==> src/iwt_defines.vh <==
`ifndef IWT_DEFINES_VH
`define IWT_DEFINES_VH

// interrupt timing register location and layout
`define IWT_REG_ADDR        16'hff63
`define IWT_REG_RESET       8'h00
`define IWT_BIT_WAIT_LO     0
`define IWT_BIT_WAIT_HI     1
`define IWT_BIT_WAIT_REL    2
`define IWT_BIT_CLK_CTRL    3
`define IWT_BIT_ADDR_ORDER  4
`define IWT_BIT_STOP_IRQ    5
`define IWT_BIT_CLK_LEVEL   6
`define IWT_WRITE_MASK      8'h3f

// wait select encodings
`define IWT_WAIT_8CLK       2'h2
`define IWT_WAIT_9CLK       2'h3
`define IWT_COUNT_8         4'h8
`define IWT_COUNT_9         4'h9

// event word cause codes
`define IWT_EVT_WIDTH       2
`define IWT_EVT_8CLK        2'h1
`define IWT_EVT_9CLK        2'h2
`define IWT_EVT_STOP        2'h3

`endif

==> src/iwt_pair_buffer.v <==
`timescale 1ns/1ps
// ****************************************************************
// two-entry buffer
// ****************************************************************
module iwt_pair_buffer #(
    parameter WIDTH = 2
) (
    input  wire             clk_sys,  // system clock
    input  wire             rstn,     // synchronous reset, active low
    input  wire [WIDTH-1:0] inData,   // word offered
    input  wire             inValid,  // word offered valid
    output wire             inReady,  // room for a word
    output reg  [WIDTH-1:0] outData,  // oldest word
    output wire             outValid, // oldest word valid
    input  wire             outReady  // drain accepts oldest word
);
    reg [WIDTH-1:0] second;
    reg [1:0]       fill;

    wire doPush = inValid && inReady;
    wire doPop  = outValid && outReady;

    assign inReady  = (fill != 2'h2);
    assign outValid = (fill != 2'h0);

    always @(posedge clk_sys) begin
        if (!rstn) begin
            outData <= {WIDTH{1'b0}};
            second  <= {WIDTH{1'b0}};
            fill    <= 2'h0;
        end else begin
            if (doPush && !doPop) begin
                fill <= fill + 2'h1;
                if (fill == 2'h0) begin
                    outData <= inData;
                end else begin
                    second <= inData;
                end
            end else if (doPop && !doPush) begin
                fill    <= fill - 2'h1;
                outData <= second;
            end else if (doPop && doPush) begin
                if (fill == 2'h1) begin
                    outData <= inData;
                end else begin
                    outData <= second;
                    second  <= inData;
                end
            end
        end
    end
endmodule // iwt_pair_buffer

==> src/iwt_wait_ctrl.v <==
`timescale 1ns/1ps
`include "iwt_defines.vh"

module iwt_wait_ctrl (
    input  wire                      clk_sys,           // system clock
    input  wire                      rstn,              // synchronous reset, active low
    input  wire [15:0]               cpuAddr,           // cpu address
    input  wire                      cpuWrByte,         // byte write strobe
    input  wire                      cpuWrBit,          // single-bit write strobe
    input  wire [2:0]                cpuBitSel,         // bit number for bit write
    input  wire [7:0]                cpuWrData,         // write data, bit value in bit 0
    input  wire                      cpuRd,             // read strobe
    output reg  [7:0]                cpuRdData,         // read data
    input  wire                      serialIfaceEnable, // serial interface on
    input  wire                      isMaster,          // this end is bus master
    input  wire                      xferActive,        // serial transfer in progress
    input  wire                      xferStart,         // transfer start pulse
    input  wire                      addrReceived,      // address received pulse
    input  wire                      stopDetected,      // stop condition pulse
    input  wire                      txOutputDisable,   // open-drain data output disable
    input  wire                      txBit,             // bit to place on data line
    input  wire                      masterClkLow,      // master clock generator low phase
    input  wire                      sclIn,             // clock pin level
    output wire                      sclOut,            // clock pin drive value
    output wire                      sclOe,             // clock pin drive enable
    output wire                      sdaOut,            // data pin drive value
    output wire                      sdaOe,             // data pin drive enable
    output reg                       busyMode,          // busy mode active
    output wire                      waitActive,        // clock held for wait
    output wire [`IWT_EVT_WIDTH-1:0] irqCause,          // serial interrupt cause
    output wire                      serialIrq,         // serial interrupt request valid
    input  wire                      irqReady           // interrupt consumer accepts
);
    // ****************************************************************
    // register
    // ****************************************************************
    reg  [7:0] timingReg;
    reg        sclMeta;
    reg        sclSync;
    reg        sclPrev;
    reg        disablePrev;
    reg        waitHold;
    reg  [3:0] edgeCount;
    reg  [`IWT_EVT_WIDTH-1:0] pendCause;
    reg        pendValid;
    reg  [7:0] next_timingReg;

    wire       regHit    = (cpuAddr == `IWT_REG_ADDR);
    wire       clockLevel = serialIfaceEnable & sclSync;
    wire [1:0] waitSel   = {timingReg[`IWT_BIT_WAIT_HI], timingReg[`IWT_BIT_WAIT_LO]};
    wire [7:0] readView  = {1'b0, clockLevel, timingReg[5:0]};

    function [3:0] waitCount;
        input [1:0] sel;
        begin
            if (sel == `IWT_WAIT_9CLK) begin
                waitCount = `IWT_COUNT_9;
            end else begin
                waitCount = `IWT_COUNT_8;
            end
        end
    endfunction

    always @* begin
        next_timingReg = timingReg;
        if (cpuWrByte && regHit) begin
            next_timingReg = (cpuWrData & `IWT_WRITE_MASK) |
                             (timingReg & ~`IWT_WRITE_MASK);
        end else if (cpuWrBit && regHit && cpuBitSel < 3'h6) begin
            next_timingReg[cpuBitSel] = cpuWrData[0];
        end
        // release clears once the hold has dropped; a fresh write of 1 wins
        if (timingReg[`IWT_BIT_WAIT_REL] && !waitHold &&
            !(regHit && cpuWrByte && cpuWrData[`IWT_BIT_WAIT_REL]) &&
            !(regHit && cpuWrBit && cpuBitSel == 3'h2 && cpuWrData[0])) begin
            next_timingReg[`IWT_BIT_WAIT_REL] = 1'b0;
        end
    end

    always @(posedge clk_sys) begin
        if (!rstn) begin
            timingReg <= `IWT_REG_RESET;
            cpuRdData <= 8'h00;
        end else begin
            timingReg <= next_timingReg;
            if (cpuRd && regHit) begin
                cpuRdData <= readView;
            end else begin
                cpuRdData <= 8'h00;
            end
        end
    end

    // ****************************************************************
    // clock pin sampling and edge count
    // ****************************************************************
    wire sclRise = sclSync & ~sclPrev;
    wire sclFall = ~sclSync & sclPrev;
    wire [3:0] target = waitCount(waitSel);
    wire countHit = (edgeCount == target);
    wire riseHit  = sclRise && xferActive && (edgeCount + 4'h1 == target);
    wire selValid = waitSel[1];

    always @(posedge clk_sys) begin
        if (!rstn) begin
            sclMeta   <= 1'b1;
            sclSync   <= 1'b1;
            sclPrev   <= 1'b1;
            edgeCount <= 4'h0;
            waitHold  <= 1'b0;
        end else begin
            sclMeta <= sclIn;
            sclSync <= sclMeta;
            sclPrev <= sclSync;
            if (xferStart || !serialIfaceEnable) begin
                edgeCount <= 4'h0;
                waitHold  <= 1'b0;
            end else begin
                if (sclRise && xferActive && !countHit) begin
                    edgeCount <= edgeCount + 4'h1;
                end
                if (timingReg[`IWT_BIT_WAIT_REL] && waitHold) begin
                    waitHold  <= 1'b0;
                    edgeCount <= 4'h0;
                end else if (selValid && countHit && sclFall && !waitHold) begin
                    waitHold <= 1'b1;
                end
            end
        end
    end

    assign waitActive = waitHold;

    // ****************************************************************
    // interrupt events through the buffer
    // ****************************************************************
    wire stopEvt = stopDetected && timingReg[`IWT_BIT_STOP_IRQ];
    wire [`IWT_EVT_WIDTH-1:0] hitCause =
        (waitSel == `IWT_WAIT_9CLK) ? `IWT_EVT_9CLK : `IWT_EVT_8CLK;
    wire bufInReady;

    // one event that meets a full buffer waits here; further events arriving while it waits are lost
    always @(posedge clk_sys) begin
        if (!rstn) begin
            pendValid <= 1'b0;
            pendCause <= {`IWT_EVT_WIDTH{1'b0}};
        end else if (!pendValid || bufInReady) begin
            pendValid <= (selValid && riseHit) || stopEvt;
            pendCause <= (selValid && riseHit) ? hitCause : `IWT_EVT_STOP;
        end
    end

    iwt_pair_buffer #(
        .WIDTH (`IWT_EVT_WIDTH)
    ) eventBuf (
        .clk_sys  (clk_sys),
        .rstn     (rstn),
        .inData   (pendCause),
        .inValid  (pendValid),
        .inReady  (bufInReady),
        .outData  (irqCause),
        .outValid (serialIrq),
        .outReady (irqReady)
    );

    // ****************************************************************
    // busy mode and pin drive
    // ****************************************************************
    always @(posedge clk_sys) begin
        if (!rstn) begin
            busyMode    <= 1'b0;
            disablePrev <= 1'b0;
        end else begin
            disablePrev <= txOutputDisable;
            if (xferStart || addrReceived) begin
                busyMode <= 1'b0;
            end else if (txOutputDisable && !disablePrev) begin
                busyMode <= 1'b1;
            end
        end
    end

    // a held wait keeps the clock low even if the transfer flag drops
    wire sclDriveLow = serialIfaceEnable &&
                       (waitHold || (xferActive ? (isMaster && masterClkLow)
                                                : !timingReg[`IWT_BIT_CLK_CTRL]));
    assign sclOut = 1'b0;
    assign sclOe  = sclDriveLow;
    assign sdaOut = 1'b0;
    assign sdaOe  = serialIfaceEnable && !txOutputDisable && !busyMode && !txBit;

endmodule // iwt_wait_ctrl

==> config.mk <==
export PLATFORM = sky130hd
export DESIGN_NAME = iwt_wait_ctrl
export DESIGN_NICKNAME = d
export VERILOG_FILES = /design/src/iwt_pair_buffer.v /design/src/iwt_wait_ctrl.v
export VERILOG_INCLUDE_DIRS = /design/src
export SDC_FILE = /design/constraint.sdc
export NUM_CORES = 1
export LEC_CHECK = 0
export BUFFER_PORTS_ARGS = -buffer_cell sky130_fd_sc_hd__buf_2
export CAP_MARGIN = 20
export CELL_PAD_IN_SITES_DETAIL_PLACEMENT = 0
export CELL_PAD_IN_SITES_GLOBAL_PLACEMENT = 1
export CORE_ASPECT_RATIO = 1.2
export CORE_MARGIN = 8
export CORE_UTILIZATION = 32
export CTS_CLUSTER_DIAMETER = 200
export DETAILED_ROUTE_END_ITERATION = 10
export PLACE_DENSITY = 0.74
export SYNTH_ARGS = -nofsm -noshare
export SYNTH_HDL_FRONTEND = slang
export SYNTH_HIERARCHICAL = 1
export SYNTH_SLANG_ARGS = --single-unit
==> constraint.sdc <==
create_clock -name clk_sys -period 1.9 [get_ports clk_sys]
set_clock_uncertainty 0.1 [all_clocks]
set_input_delay 0.19 -clock clk_sys [delete_from_list [all_inputs] [get_ports clk_sys]]
set_output_delay 0.19 -clock clk_sys [all_outputs]
set_load 0.1 [all_outputs]
# == After elaboration in Yosys (flattened, before gate mapping) ==
# Index checks and enable logic that the tools add are counted.
# totals
reg_bits,35
input_bits,43
wordCells,122
# classes
n_addsub,3
magnitude_cmp,3
eq_ne,11
muxes,21
bitwise,7
reduce_logical,61
# ops
op,n
$logic_and A1 B1 Y1,31
$mux W2,14
$eq A16 B16 Y1 const B,1
$mux W8,2
$logic_not A1 Y1,13
$bwmux W8,1
$eq A4 B4 Y1,2
$or A6 B8 Y8,1
$reduce_bool A2 Y1,4
$ne A2 B2 Y1 const B,3
$logic_or A1 B1 Y1,5
$add A4 B1 Y4 const B,1
$lt A3 B4 Y1 const B,1
$ne A2 B1 Y1 const B,2
$reduce_and A2 Y1,2
$reduce_and A4 Y1,1
$reduce_or A2 Y1,2
$and A1 B1 Y1,3
$demux W1 S3,1
$eq A3 B2 Y1 const B,1
$ge A3 B1 Y1 const B,1
$lt A3 B3 Y1 const B,1
$mux W1,3
$not A1 Y1,3
other kinds (7),7

# == Longest topological paths before layout ==
# Gate-level depths: netlist (run 1).
# logic_depth
word_depth,7
mapped_depth,9
depth_no_buf,8

# == Cells and area by module ==
# The synthesis (run 1) kept the hierarchy.
# modules_own_cells
module,instances,cells_each,area_per_inst_um2
iwt_wait_ctrl,1,137,1202.4
iwt_pair_buffer,1,44,400.4

# == Worst setup path before layout (run 1) ==
# No wires, ideal clock.
# synth_timing
path_kind,register -> output
startpoint,register busyMode
endpoint,output port sdaOe
arrival_time_ps,3919
setup_slack_ps,-2309
path_stages_with_launch,2
n_path_buf,0
cell_sequence,dfxtp_1 > nor4b_1
# synth_via
elab_chain_len,3
# synth_rtl
item,line,source
start: declaration,iwt_wait_ctrl.v:28,"output reg busyMode,"
start signal: assignment,iwt_wait_ctrl.v:171,busyMode <= 1'b0;
start signal: assignment,iwt_wait_ctrl.v:176,busyMode <= 1'b0;
start signal: assignment,iwt_wait_ctrl.v:178,busyMode <= 1'b1;
$logic_not A1 Y1,iwt_wait_ctrl.v:190,assign sdaOe = serialIfaceEnable && !txOutputDisable && !busyMode && !txBit;
$logic_and A1 B1 Y1 (2 in a row),iwt_wait_ctrl.v:190,
end: declaration,iwt_wait_ctrl.v:27,"output wire sdaOe,"
# No other way between the ends.

# == Final worst setup path (run 1) ==
# layout_timing
startpoint,register eventBuf.fill[0]
endpoint,register eventBuf.outData[0]
# layout_via
elab_chain_len,6
word_cells_on_any_way,18
# layout_rtl
item,line,source
start: declaration,iwt_pair_buffer.v:18,reg [1:0] fill;
start signal: assignment,iwt_pair_buffer.v:33,fill <= fill + 2'h1;
start signal: assignment,iwt_pair_buffer.v:40,fill <= fill - 2'h1;
$ne A2 B2 Y1 / $reduce_bool A2 Y1 (equally long branches),"iwt_pair_buffer.v:23, iwt_pair_buffer.v:24",
$logic_and A1 B1 Y1 (on tied branches),"iwt_pair_buffer.v:20, iwt_pair_buffer.v:21",
$logic_not A1 Y1 (on tied branches),"iwt_pair_buffer.v:39, iwt_pair_buffer.v:32",
$logic_and A1 B1 Y1 (on tied branches),"iwt_pair_buffer.v:39, iwt_pair_buffer.v:32",
$reduce_bool A3 Y1 (no source line) (tied with other cells),n/a,
$reduce_and A2 Y1 (no source line) / $mux W2 (equally long branches),n/a,
end signal: assignment,iwt_pair_buffer.v:41,outData <= second;
end signal: assignment,iwt_pair_buffer.v:44,outData <= inData;
end signal: assignment,iwt_pair_buffer.v:46,outData <= second;
end: declaration,iwt_pair_buffer.v:13,"output reg [WIDTH-1:0] outData,"
# Parallel ways exist; a longest one is shown, timed or not. The select of a mux whose other input is x is not followed.
# A chain may end at the register's enable or synchronous reset.

==> results of run 1 <==
## layout make-up
| cell class | count | area, um^2 | area share (%) |
|---|---|---|---|
| tap | 60 | 75.1 | 3.50 |
| multi-input combinational | 131 | 913 | 42.6 |
| sequential | 32 | 643 | 30.0 |
| clock buffer | 6 | 72.6 | 3.38 |
| timing repair buffer | 65 | 358 | 16.7 |
| clock inverter | 2 | 35.0 | 1.63 |
| inverter | 13 | 48.8 | 2.27 |
## synthesized netlist by cell type (3+ instances only)
cell      count
dfxtp_1      32
o21ai_0      16
a21oi_1      14
inv_1        12
nand3_1       8
nand2_1       7
and2_1        6
ha_1          6
nor2_1        6
nand2b_1      5
a21o_1        4
nand4_1       4
nor2b_1       4
o21a_1        4
o31ai_1       4
buf_4         3
buf_6         3
xnor2_1       3
## logic make-up (layout without fill, tap and decap cells)
group	Yosys count	in the layout	share of synthesized area (%)
AO/OA/AOI/OAI	52	52	20.0
XOR/XNOR	5	5	2.73
adder cells (fa/ha/maj)	6	6	4.68
buffers and inverters	20	86	6.79
flip-flops	32	32	40.0
multiplexers	3	3	1.95
other	1	3	0.234
AND/OR/NAND/NOR	62	62	23.7
## worst reg2reg max path: cells and delay by family, from the launching register on
| family | cells | cell delay [ps] |
|---|---|---|
| AOI/OAI and AO/OA | 1 | 260 |
| adders and majority gates | 2 | 380 |
| buffers and inverters | 2 | 160 |
| DFF | 1 | 330 |
| and+or+nand+nor | 2 | 520 |
## layer usage
metal  track usage [%]  vias to the layer above
met1              12.1                      698
li1                  -                      774
met2              18.8                       43
met4              4.71                        0
met3              4.70                        6
met5                 0                        -
## sequential cells by signal, indices dropped and copies added, names as in the netlist
register and cells:
pendValid 1, sclMeta 1, eventBuf/outData 2, edgeCount 4
sclPrev 1, waitActive 1, disablePrev 1, pendCause 2
busyMode 1, eventBuf/second 2, timingReg 6, cpuRdData 7
eventBuf/fill 2, sclSync 1
## worst min-delay path by stage
stage / start / end / slack [ps] / depth (start not counted)
after detailed placement: addrReceived / busyMode / 250 / 2
after global routing: txOutputDisable / disablePrev / 70 / 2
after global placement: addrReceived / busyMode / 250 / 2
after floorplan: addrReceived / busyMode / 160 / 1
after CTS: txOutputDisable / disablePrev / 80 / 2
final: txOutputDisable / disablePrev / 80 / 2
## where the power goes
part           total [mW]  switching, mW  internal [mW]
sequential          0.701         0.0101          0.691
combinational       0.377          0.249          0.128
clock               0.642          0.253          0.389
## through the flow
| stage | power [mW] | area [um^2] | TNS (ps) |
|---|---|---|---|
| after CTS | 1.72 | 2110 | 0 |
| after global routing | 1.80 | 2150 | -69.6 |
| after global placement | 1.08 | 1980 | -252 |
| final | 1.72 | 2150 | 0 |
| after detailed placement | 1.08 | 1980 | -413 |
| after floorplan | 0.981 | 1640 | -4.17 |
## repair_timing
action,4_1_cts,5_1_grt
setup endpoints to repair,4,4
resized for setup,1,4
pin swaps,0,1
buffers inserted,0,1
hold endpoints to repair,2,0
hold buffers,2,0
==> results.ini, run 1 <==
[die]
row_count=28
die_h_um=93.5
die_x_um=80.6
core_area_um2=4870
initial_core_util_pct=32.9
ioPinCount=60
die_area_um2=7540

[setup_path]
slowest_stage=or3b_1
critPathMaxFanout=5
crit_start=eventBuf/fill[0]
r2r_start=eventBuf/fill[0]
cp_data_required_time_ps=2000
slowest_delay_ps=380
end_kind=register
r2r_setup_slack_ps=70
timing.critical_path.max_delay_family=simple AND/OR/NAND/NOR gates
endpoint=eventBuf/outData[0]
worstPathCellList=inv_1 > ha_2 > nor2b_4 > inv_1 > ha_4 > or3b_1 > a311oi_2
cp.arrival_ps=1930
critPathLaunchType=register
r2r_cells=7
cp_common_cell=inv_1
critPathBufInv=2
critPathKind=register to register
rr_endpoint=eventBuf/outData[0]
crit_cells=7

[logic_synthesis]
yosysUniqueCellTypes=46
synth_edf_count=0
avgSynthCellArea_um2=8.86
syn-cell-area_um2=1600
synth_top_cell_by_area=dfxtp_1
yosysWarningCount=6
yosysSeqAreaShare_pct=40.0
syn_inst=181
yosys-top-cells-area=dfxtp_1, o21ai_0, ha_1, a21oi_1, inv_1
ys.flop_type=dfxtp_1
synthArstFlopShare_pct=0
synth_seq_cells=32
synth_top_area_share_pct=40.0

[placement]
port_buffers=54
place_hpwl_um=3080
preCtsSetupSlack_ps=-77.3
dpl.cell_count=298
gp_congestion=0.781

[finish]
drive_gt1_share_pct=33.7
final_common_cell=buf_2
diodes=0
syn_to_final_growth_pct=33.9
mostFrequentLayoutCells=buf_2, dfxtp_1, o21ai_0
final_util_pct=44.1
nNetsFinal=297
instances_no_fill=309
fillers=503

[global_route]
grt_pass1_vias=1603
grt_pass1_wl_um=6840
grt_max_degree=19
antenna_found_initial=0
grt_usage_pct=11.3
grt_overflow=0

[outcome]
status=completed

[route]
routedWlPerCell_um=13.2
viasPerCell=4.92
highest-signal-layer=met4
drt-total-wl_um=4080
wl_met2_um=2080
ant_nets=0
dr_wl_met3_um=259
first_pass_iters=4
wl_met1_um=1690
vias=1521
detail_route.iter0.violations=48
drc=0

[clock_network]
clk_pin_slew_ps=70
cts_tree=done
cts_buffer_depth=2
cts_made_buffers=5
cts_max_level=2
cts_root_buf=clkbuf_8
cts.sinks=32
clock_latency_ps=280

[timing]
finalMaxSlewViolations=0
fmax_ghz=0.547
finalSetupViolCount=0
fin_crit_ps=1830
holdWs_ps=80.3
worst_slack_ps=71.7
hold_viol=0
finalCritPeriodShare_pct=96.2

[pwr]
peakVddDrop_mv=0.309
leakage_nw=0.918
power_density_nw_per_um2=801

[job]
drv_cap=0

[worst_hold_path]
min_path_type=input port to register

Power figures use the tool's default switching activity.
==> run 2, diff against run 1 <==
Settings changed: BUFFER_PORTS_ARGS -buffer_cell sky130_fd_sc_hd__buf_2 to -buffer_cell sky130_fd_sc_hd__buf_4, CELL_PAD_IN_SITES_DETAIL_PLACEMENT 0 to not set, CELL_PAD_IN_SITES_GLOBAL_PLACEMENT 1 to not set, CORE_UTILIZATION 32 to 44, HOLD_SLACK_MARGIN set to 0.12.
==> run 2 against run 1 <==
  * Core utilization increased by 22 points
  * Maximum frequency increased by 2.1%
  * Sequential power about the same
  * Combinational power increased by 17%
  * Largest power group unchanged
==> results.ini, run 2 (synthesized netlist as in run 1, its figures left out) <==
[finish]
mostFrequentLayoutCells=buf_4, dfxtp_1, o21ai_0  ; was buf_2, dfxtp_1, o21ai_0
final_util_pct=66.5  ; was 44.1%
nNetsFinal=307  ; was 297
fin_area_um2=2380  ; was 2150 um^2
top_register=cpuRdData  ; unchanged
syn_to_final_growth_pct=48.2  ; was 33.9%
largest_register_ffs=7  ; unchanged
diodes=0  ; unchanged
top_regs=cpuRdData: 7 flops, timingReg: 6 flops, edgeCount: 4 flops  ; unchanged
final_common_cell=buf_4  ; was buf_2
seqCellArea_um2=643  ; unchanged
fillers=296  ; was 503
drive_gt1_share_pct=32.8  ; was 33.7%
multiInputGateArea_um2=932  ; was 913 um^2

[setup_path]
cp.arrival_ps=1890  ; was 1930 ps
critPathLaunchType=register  ; unchanged
r2r_cells=7  ; unchanged
critPathKind=register to register  ; unchanged
cp_data_required_time_ps=2000  ; about the same
r2r_start=eventBuf/fill[0]  ; unchanged
r2r_setup_slack_ps=110  ; was 70 ps
end_kind=register  ; unchanged
critPathMaxFanout=6  ; was 5
rr_endpoint=eventBuf/outData[0]  ; unchanged

[pwr]
power_frac_comb_pct=24.8  ; was 21.9%
pwr-share-clk_pct=35.7  ; was 37.3%
power_density_nw_per_um2=748  ; was 801 nW/um^2
seq_power_share_pct=39.5  ; was 40.8%
intPower_mw=1.26  ; was 1.21 mW
leakage_nw=0.998  ; was 0.918 nW
finalPower_mw=1.78  ; was 1.72 mW
power_switching_mw=0.519  ; was 0.512 mW
peakVddDrop_mv=0.380  ; was 0.309 mV
swShare_pct=29.2  ; was 29.8%

[clock_network]
cts_max_level=2  ; unchanged
cts_root_buf=clkbuf_8  ; unchanged
cts.sinks=32  ; unchanged
cts_buffer_depth=2  ; unchanged
clock_latency_ps=290  ; was 280 ps
cts_made_buffers=5  ; unchanged
cts_tree=done  ; unchanged
post_cts_buffers=0  ; unchanged
clk_pin_slew_ps=60  ; was 70 ps

[timing]
finalCritPeriodShare_pct=94.3  ; was 96.2%
finalMaxSlewViolations=0  ; unchanged
rsz0062_at_grt=no
finalSetupViolCount=0  ; unchanged
fin_crit_ps=1790  ; was 1830 ps
fmax_ghz=0.558  ; was 0.547 GHz
hold_viol=0  ; unchanged

[outcome]
status=completed  ; unchanged

[die]
die_h_um=82.1  ; was 93.5 um
die_x_um=71.1  ; was 80.6 um
core_area_um2=3570  ; was 4870 um^2
ioPinCount=60  ; unchanged
die_area_um2=5840  ; was 7540 um^2
row_count=24  ; was 28
initial_core_util_pct=44.9  ; was 32.9%

[worst_hold_path]
hold_depth=3  ; was 2
min_to=timingReg[2]  ; was disablePrev
min_path_type=input port to register  ; unchanged
holdCritStartpoint=cpuWrByte  ; was txOutputDisable

[job]
drv_cap=0  ; unchanged

[route]
routedWlPerCell_um=14.0  ; was 13.2 um
vias=1565  ; was 1521
drc=0  ; unchanged
first_pass_iters=4  ; unchanged
detail_route.iter0.violations=53  ; was 48
drt-total-wl_um=4170  ; was 4080 um
viasPerCell=5.25  ; was 4.92
ant_nets=0  ; unchanged

[global_route]
grt_usage_pct=14.7  ; was 11.3%
grt_overflow=0  ; unchanged
grt_max_degree=19  ; unchanged
grt_pass1_wl_um=6770  ; was 6840 um
grt_pass1_vias=1560  ; was 1603
antenna_found_initial=0  ; unchanged

[placement]
gp_congestion=0.813  ; was 0.781
post_dp_cell_area_um2=2090  ; was 1980 um^2
port_buffers=54  ; unchanged
place_hpwl_um=3030  ; was 3080 um

## run 2: final cells by class
type | instances | share of cell area (%)
clock inverters | 2 | 1.47
inverters | 13 | 2.05
well taps | 39 | 2.05
flip-flops and latches | 32 | 27.1
repair buffers | 75 | 25.1
multi-input cells | 131 | 39.2
clock buffers | 6 | 3.05
## run 2: how the worst max path moves through the flow
stage,slack (ps),startpoint,end,cells after the start
global route,10,eventBuf/fill[1],eventBuf/outData[0],7
floorplan,-4,eventBuf/fill[0],eventBuf/outData[0],8
CTS,60,eventBuf/fill[0],eventBuf/second[0],9
global placement,-50,cpuAddr[3],timingReg[0],6
finish,110,eventBuf/fill[0],eventBuf/outData[0],7
detailed placement,-70,cpuAddr[3],cpuRdData[6],6
## run 2: repair_timing
action / CTS / global route
hold buffers: 13 / 0
setup endpoints to repair: 2 / 4
resized for setup: 4 / 5
pin swaps: 0 / 0
endpoints found under the hold margin: 12 / 0
## run 2: critical path, cell delays in order, from the launching register on
cell	delay, ps
dfxtp_1	320
inv_1	60
ha_2	210
nor2b_4	130
inv_1	70
ha_4	180
or3b_1	380
a311oi_2	250
## run 2: power by group through the flow
stage               registers [mW]  logic [mW]  clock network, mW
finish                       0.702       0.441              0.635
global route                 0.703       0.469              0.682
CTS                          0.701       0.432              0.648
detailed placement           0.716       0.399                  0
global placement             0.715       0.394                  0
floorplan                    0.763       0.218                  0
## run 2: metal layers
| metal | GRT usage [%] | routed length, um |
|---|---|---|
| met1 | 13.8 | 1660 |
| met2 | 27.2 | 2120 |
| met3 | 5.56 | 272 |
| met4 | 8.75 | 111 |
| met5 | 0 | 0 |
## run 2: metrics by stage
step	hold slack (ps)	instances	setup WS, ps	TNS, ps
after floorplan	159	183	-4.17	-4.17
after global placement	246	277	-51.2	-202
after detailed placement	247	277	-67.5	-370
after CTS	134	298	59.4	0
after global routing	161	298	12.7	0
final	142	298	109	0
==> run 3, diff against run 2 <==
--- a/config.mk
+++ b/config.mk
@@ -8,5 +8,5 @@
 export LEC_CHECK = 0
 export BUFFER_PORTS_ARGS = -buffer_cell sky130_fd_sc_hd__buf_4
-export CAP_MARGIN = 20
+export CAP_MARGIN = 25
 export CORE_ASPECT_RATIO = 1.2
 export CORE_MARGIN = 8
@@ -16,4 +16,5 @@
 export HOLD_SLACK_MARGIN = 0.12
 export PLACE_DENSITY = 0.74
+export SLEW_MARGIN = 15
 export SYNTH_ARGS = -nofsm -noshare
 export SYNTH_HDL_FRONTEND = slang
--- a/constraint.sdc
+++ b/constraint.sdc
@@ -3,3 +3,3 @@
 set_input_delay 0.19 -clock clk_sys [delete_from_list [all_inputs] [get_ports clk_sys]]
 set_output_delay 0.19 -clock clk_sys [all_outputs]
-set_load 0.1 [all_outputs]
+set_load 0.01 [all_outputs]
==> run 3 against run 2 <==
  * Flip-flop and latch count unchanged
  * Non-clock buffer count decreased by 1
  * Cell count decreased by 0.34%
  * Largest power group unchanged
==> results.ini, run 3 (synthesized netlist as in run 1, its figures left out) <==
[global_route]
grt_pass1_wl_um=6570  ; was 6770 um
grt_overflow=0  ; unchanged
grt_pass1_vias=1586  ; was 1560
antenna_found_initial=0  ; unchanged
grt_max_degree=19  ; unchanged
grt_usage_pct=14.1  ; was 14.7%

[clock_network]
cts_tree=done  ; unchanged
post_cts_buffers=0  ; unchanged
cts_buffer_depth=2  ; unchanged
cts_made_buffers=5  ; unchanged
cts_max_level=2  ; unchanged
clock_latency_ps=280  ; was 290 ps
cts_root_buf=clkbuf_8  ; unchanged
clk_pin_slew_ps=60  ; about the same
cts.sinks=32  ; unchanged

[pwr]
seq_power_share_pct=45.7  ; was 39.5%
power_frac_comb_pct=19.1  ; was 24.8%
leakage_nw=0.970  ; was 0.998 nW
power_switching_mw=0.382  ; was 0.519 mW
peakVddDrop_mv=0.384  ; was 0.380 mV
pwr-share-clk_pct=35.2  ; was 35.7%
intPower_mw=1.15  ; was 1.26 mW
power_density_nw_per_um2=664  ; was 748 nW/um^2
swShare_pct=24.9  ; was 29.2%
finalPower_mw=1.53  ; was 1.78 mW

[finish]
nNetsFinal=306  ; was 307
drive_gt1_share_pct=30.2  ; was 32.8%
top_register=cpuRdData  ; unchanged
largest_register_ffs=7  ; unchanged
top_regs=cpuRdData: 7 flops, timingReg: 6 flops, edgeCount: 4 flops  ; unchanged
instances_no_fill=297  ; was 298
syn_to_final_growth_pct=44.0  ; was 48.2%
final_common_cell=buf_4  ; unchanged
mostFrequentLayoutCells=buf_4, dfxtp_1, o21ai_0  ; unchanged
diodes=0  ; unchanged

[outcome]
status=completed  ; unchanged

[placement]
gp_congestion=0.783  ; was 0.813
place_hpwl_um=2980  ; was 3030 um
dpl.cell_count=277  ; unchanged
port_buffers=54  ; unchanged

[route]
ant_nets=0  ; unchanged
viasPerCell=5.16  ; was 5.25
routedWlPerCell_um=13.1  ; was 14.0 um
first_pass_iters=4  ; unchanged
drc=0  ; unchanged
vias=1533  ; was 1565
detail_route.iter0.violations=54  ; was 53
drt-total-wl_um=3900  ; was 4170 um

[die]
ioPinCount=60  ; unchanged
die_area_um2=5840  ; unchanged
row_count=24  ; unchanged
die_h_um=82.1  ; unchanged
core_area_um2=3570  ; unchanged
die_x_um=71.1  ; unchanged
initial_core_util_pct=44.9  ; unchanged

[setup_path]
critPathLaunchType=register  ; unchanged
cp_data_required_time_ps=1990  ; was 2000 ps
critPathMaxFanout=6  ; unchanged
critPathKind=register to register  ; unchanged
end_kind=register  ; unchanged
cp.arrival_ps=1880  ; was 1890 ps

[timing]
finalMaxSlewViolations=0  ; unchanged
hold_viol=0  ; unchanged
finalCritPeriodShare_pct=94.1  ; was 94.3%
fin_crit_ps=1790  ; about the same
fmax_ghz=0.559  ; was 0.558 GHz
finalSetupViolCount=0  ; unchanged

[job]
drv_cap=0  ; unchanged

[worst_hold_path]
min_path_type=input port to register  ; unchanged

[run 3: cell types whose count changed in the layout (fill, tap and decap cells not counted), sizes merged]
cell	before	now
bufinv	1	0
clkbuf	6	7
clkinv	2	1
clkinvlp	0	1
dlygate4sd3	13	12
[run 3: timing repair]
action,4_1_cts,5_1_grt
resized for setup,1,3
endpoints found under the setup margin,2,4
hold buffers,12,0
hold endpoints to repair,11,0
pin swaps,0,0
[run 3: power groups by stage]
stage / logic [mW] / registers, mW / clock network, mW
after floorplan: 0.137 / 0.718 / 0
after global placement: 0.266 / 0.715 / 0
after detailed placement: 0.269 / 0.715 / 0
after CTS: 0.289 / 0.700 / 0.559
after global routing: 0.323 / 0.702 / 0.590
final: 0.293 / 0.700 / 0.540
[run 3: area by class of cell]
class | count | area [um^2]
repair buffers | 74 | 586
flip-flops and latches | 32 | 641
clock inverters | 1 | 7.51
inverters | 13 | 48.8
clock buffers | 7 | 86.3
fillers | 322 | 1260
well taps | 39 | 48.8
multi-input cells | 131 | 891
[run 3: per-stage QoR]
stage | utilization, % | area (um^2) | setup WS (ps) | hold WS, ps | TNS, ps
global placement | 58.1 | 2070 | -50.0 | 256 | -156
detailed placement | 58.1 | 2070 | -69.6 | 259 | -216
floorplan | - | 1620 | -3.94 | 163 | -3.94
CTS | 64.1 | 2290 | 15.4 | 126 | 0
global route | 64.6 | 2310 | -2.94 | 155 | -5.72
finish | 64.6 | 2310 | 112 | 138 | 0
[run 3: worst paths after layout]
kind                     from             endpoint  slack, ps  cells past startpoint
min reg2reg           sclMeta              sclSync        310                      1
max          eventBuf/fill[1]  eventBuf/outData[0]        110                      7
min              stopDetected            pendValid        140                      4
max reg2reg  eventBuf/fill[1]  eventBuf/outData[0]        110                      7
[run 3: worst max-delay path, stage by stage (launching register included)]
cell and delay, ps:
dfxtp_1 360, inv_1 70, ha_2 190, nor2b_4 120
inv_1 70, ha_4 170, or3b_1 360, a311oi_1 240
[run 3: routing by layer]
layer | up-vias | share of wire (%) | track usage, %
li1 | 798 | - | -
met4 | 0 | 2.0 | 7.71
met5 | - | 0 | 0
met3 | 7 | 6.0 | 5.31
met1 | 683 | 41 | 13.6
met2 | 45 | 51 | 25.8
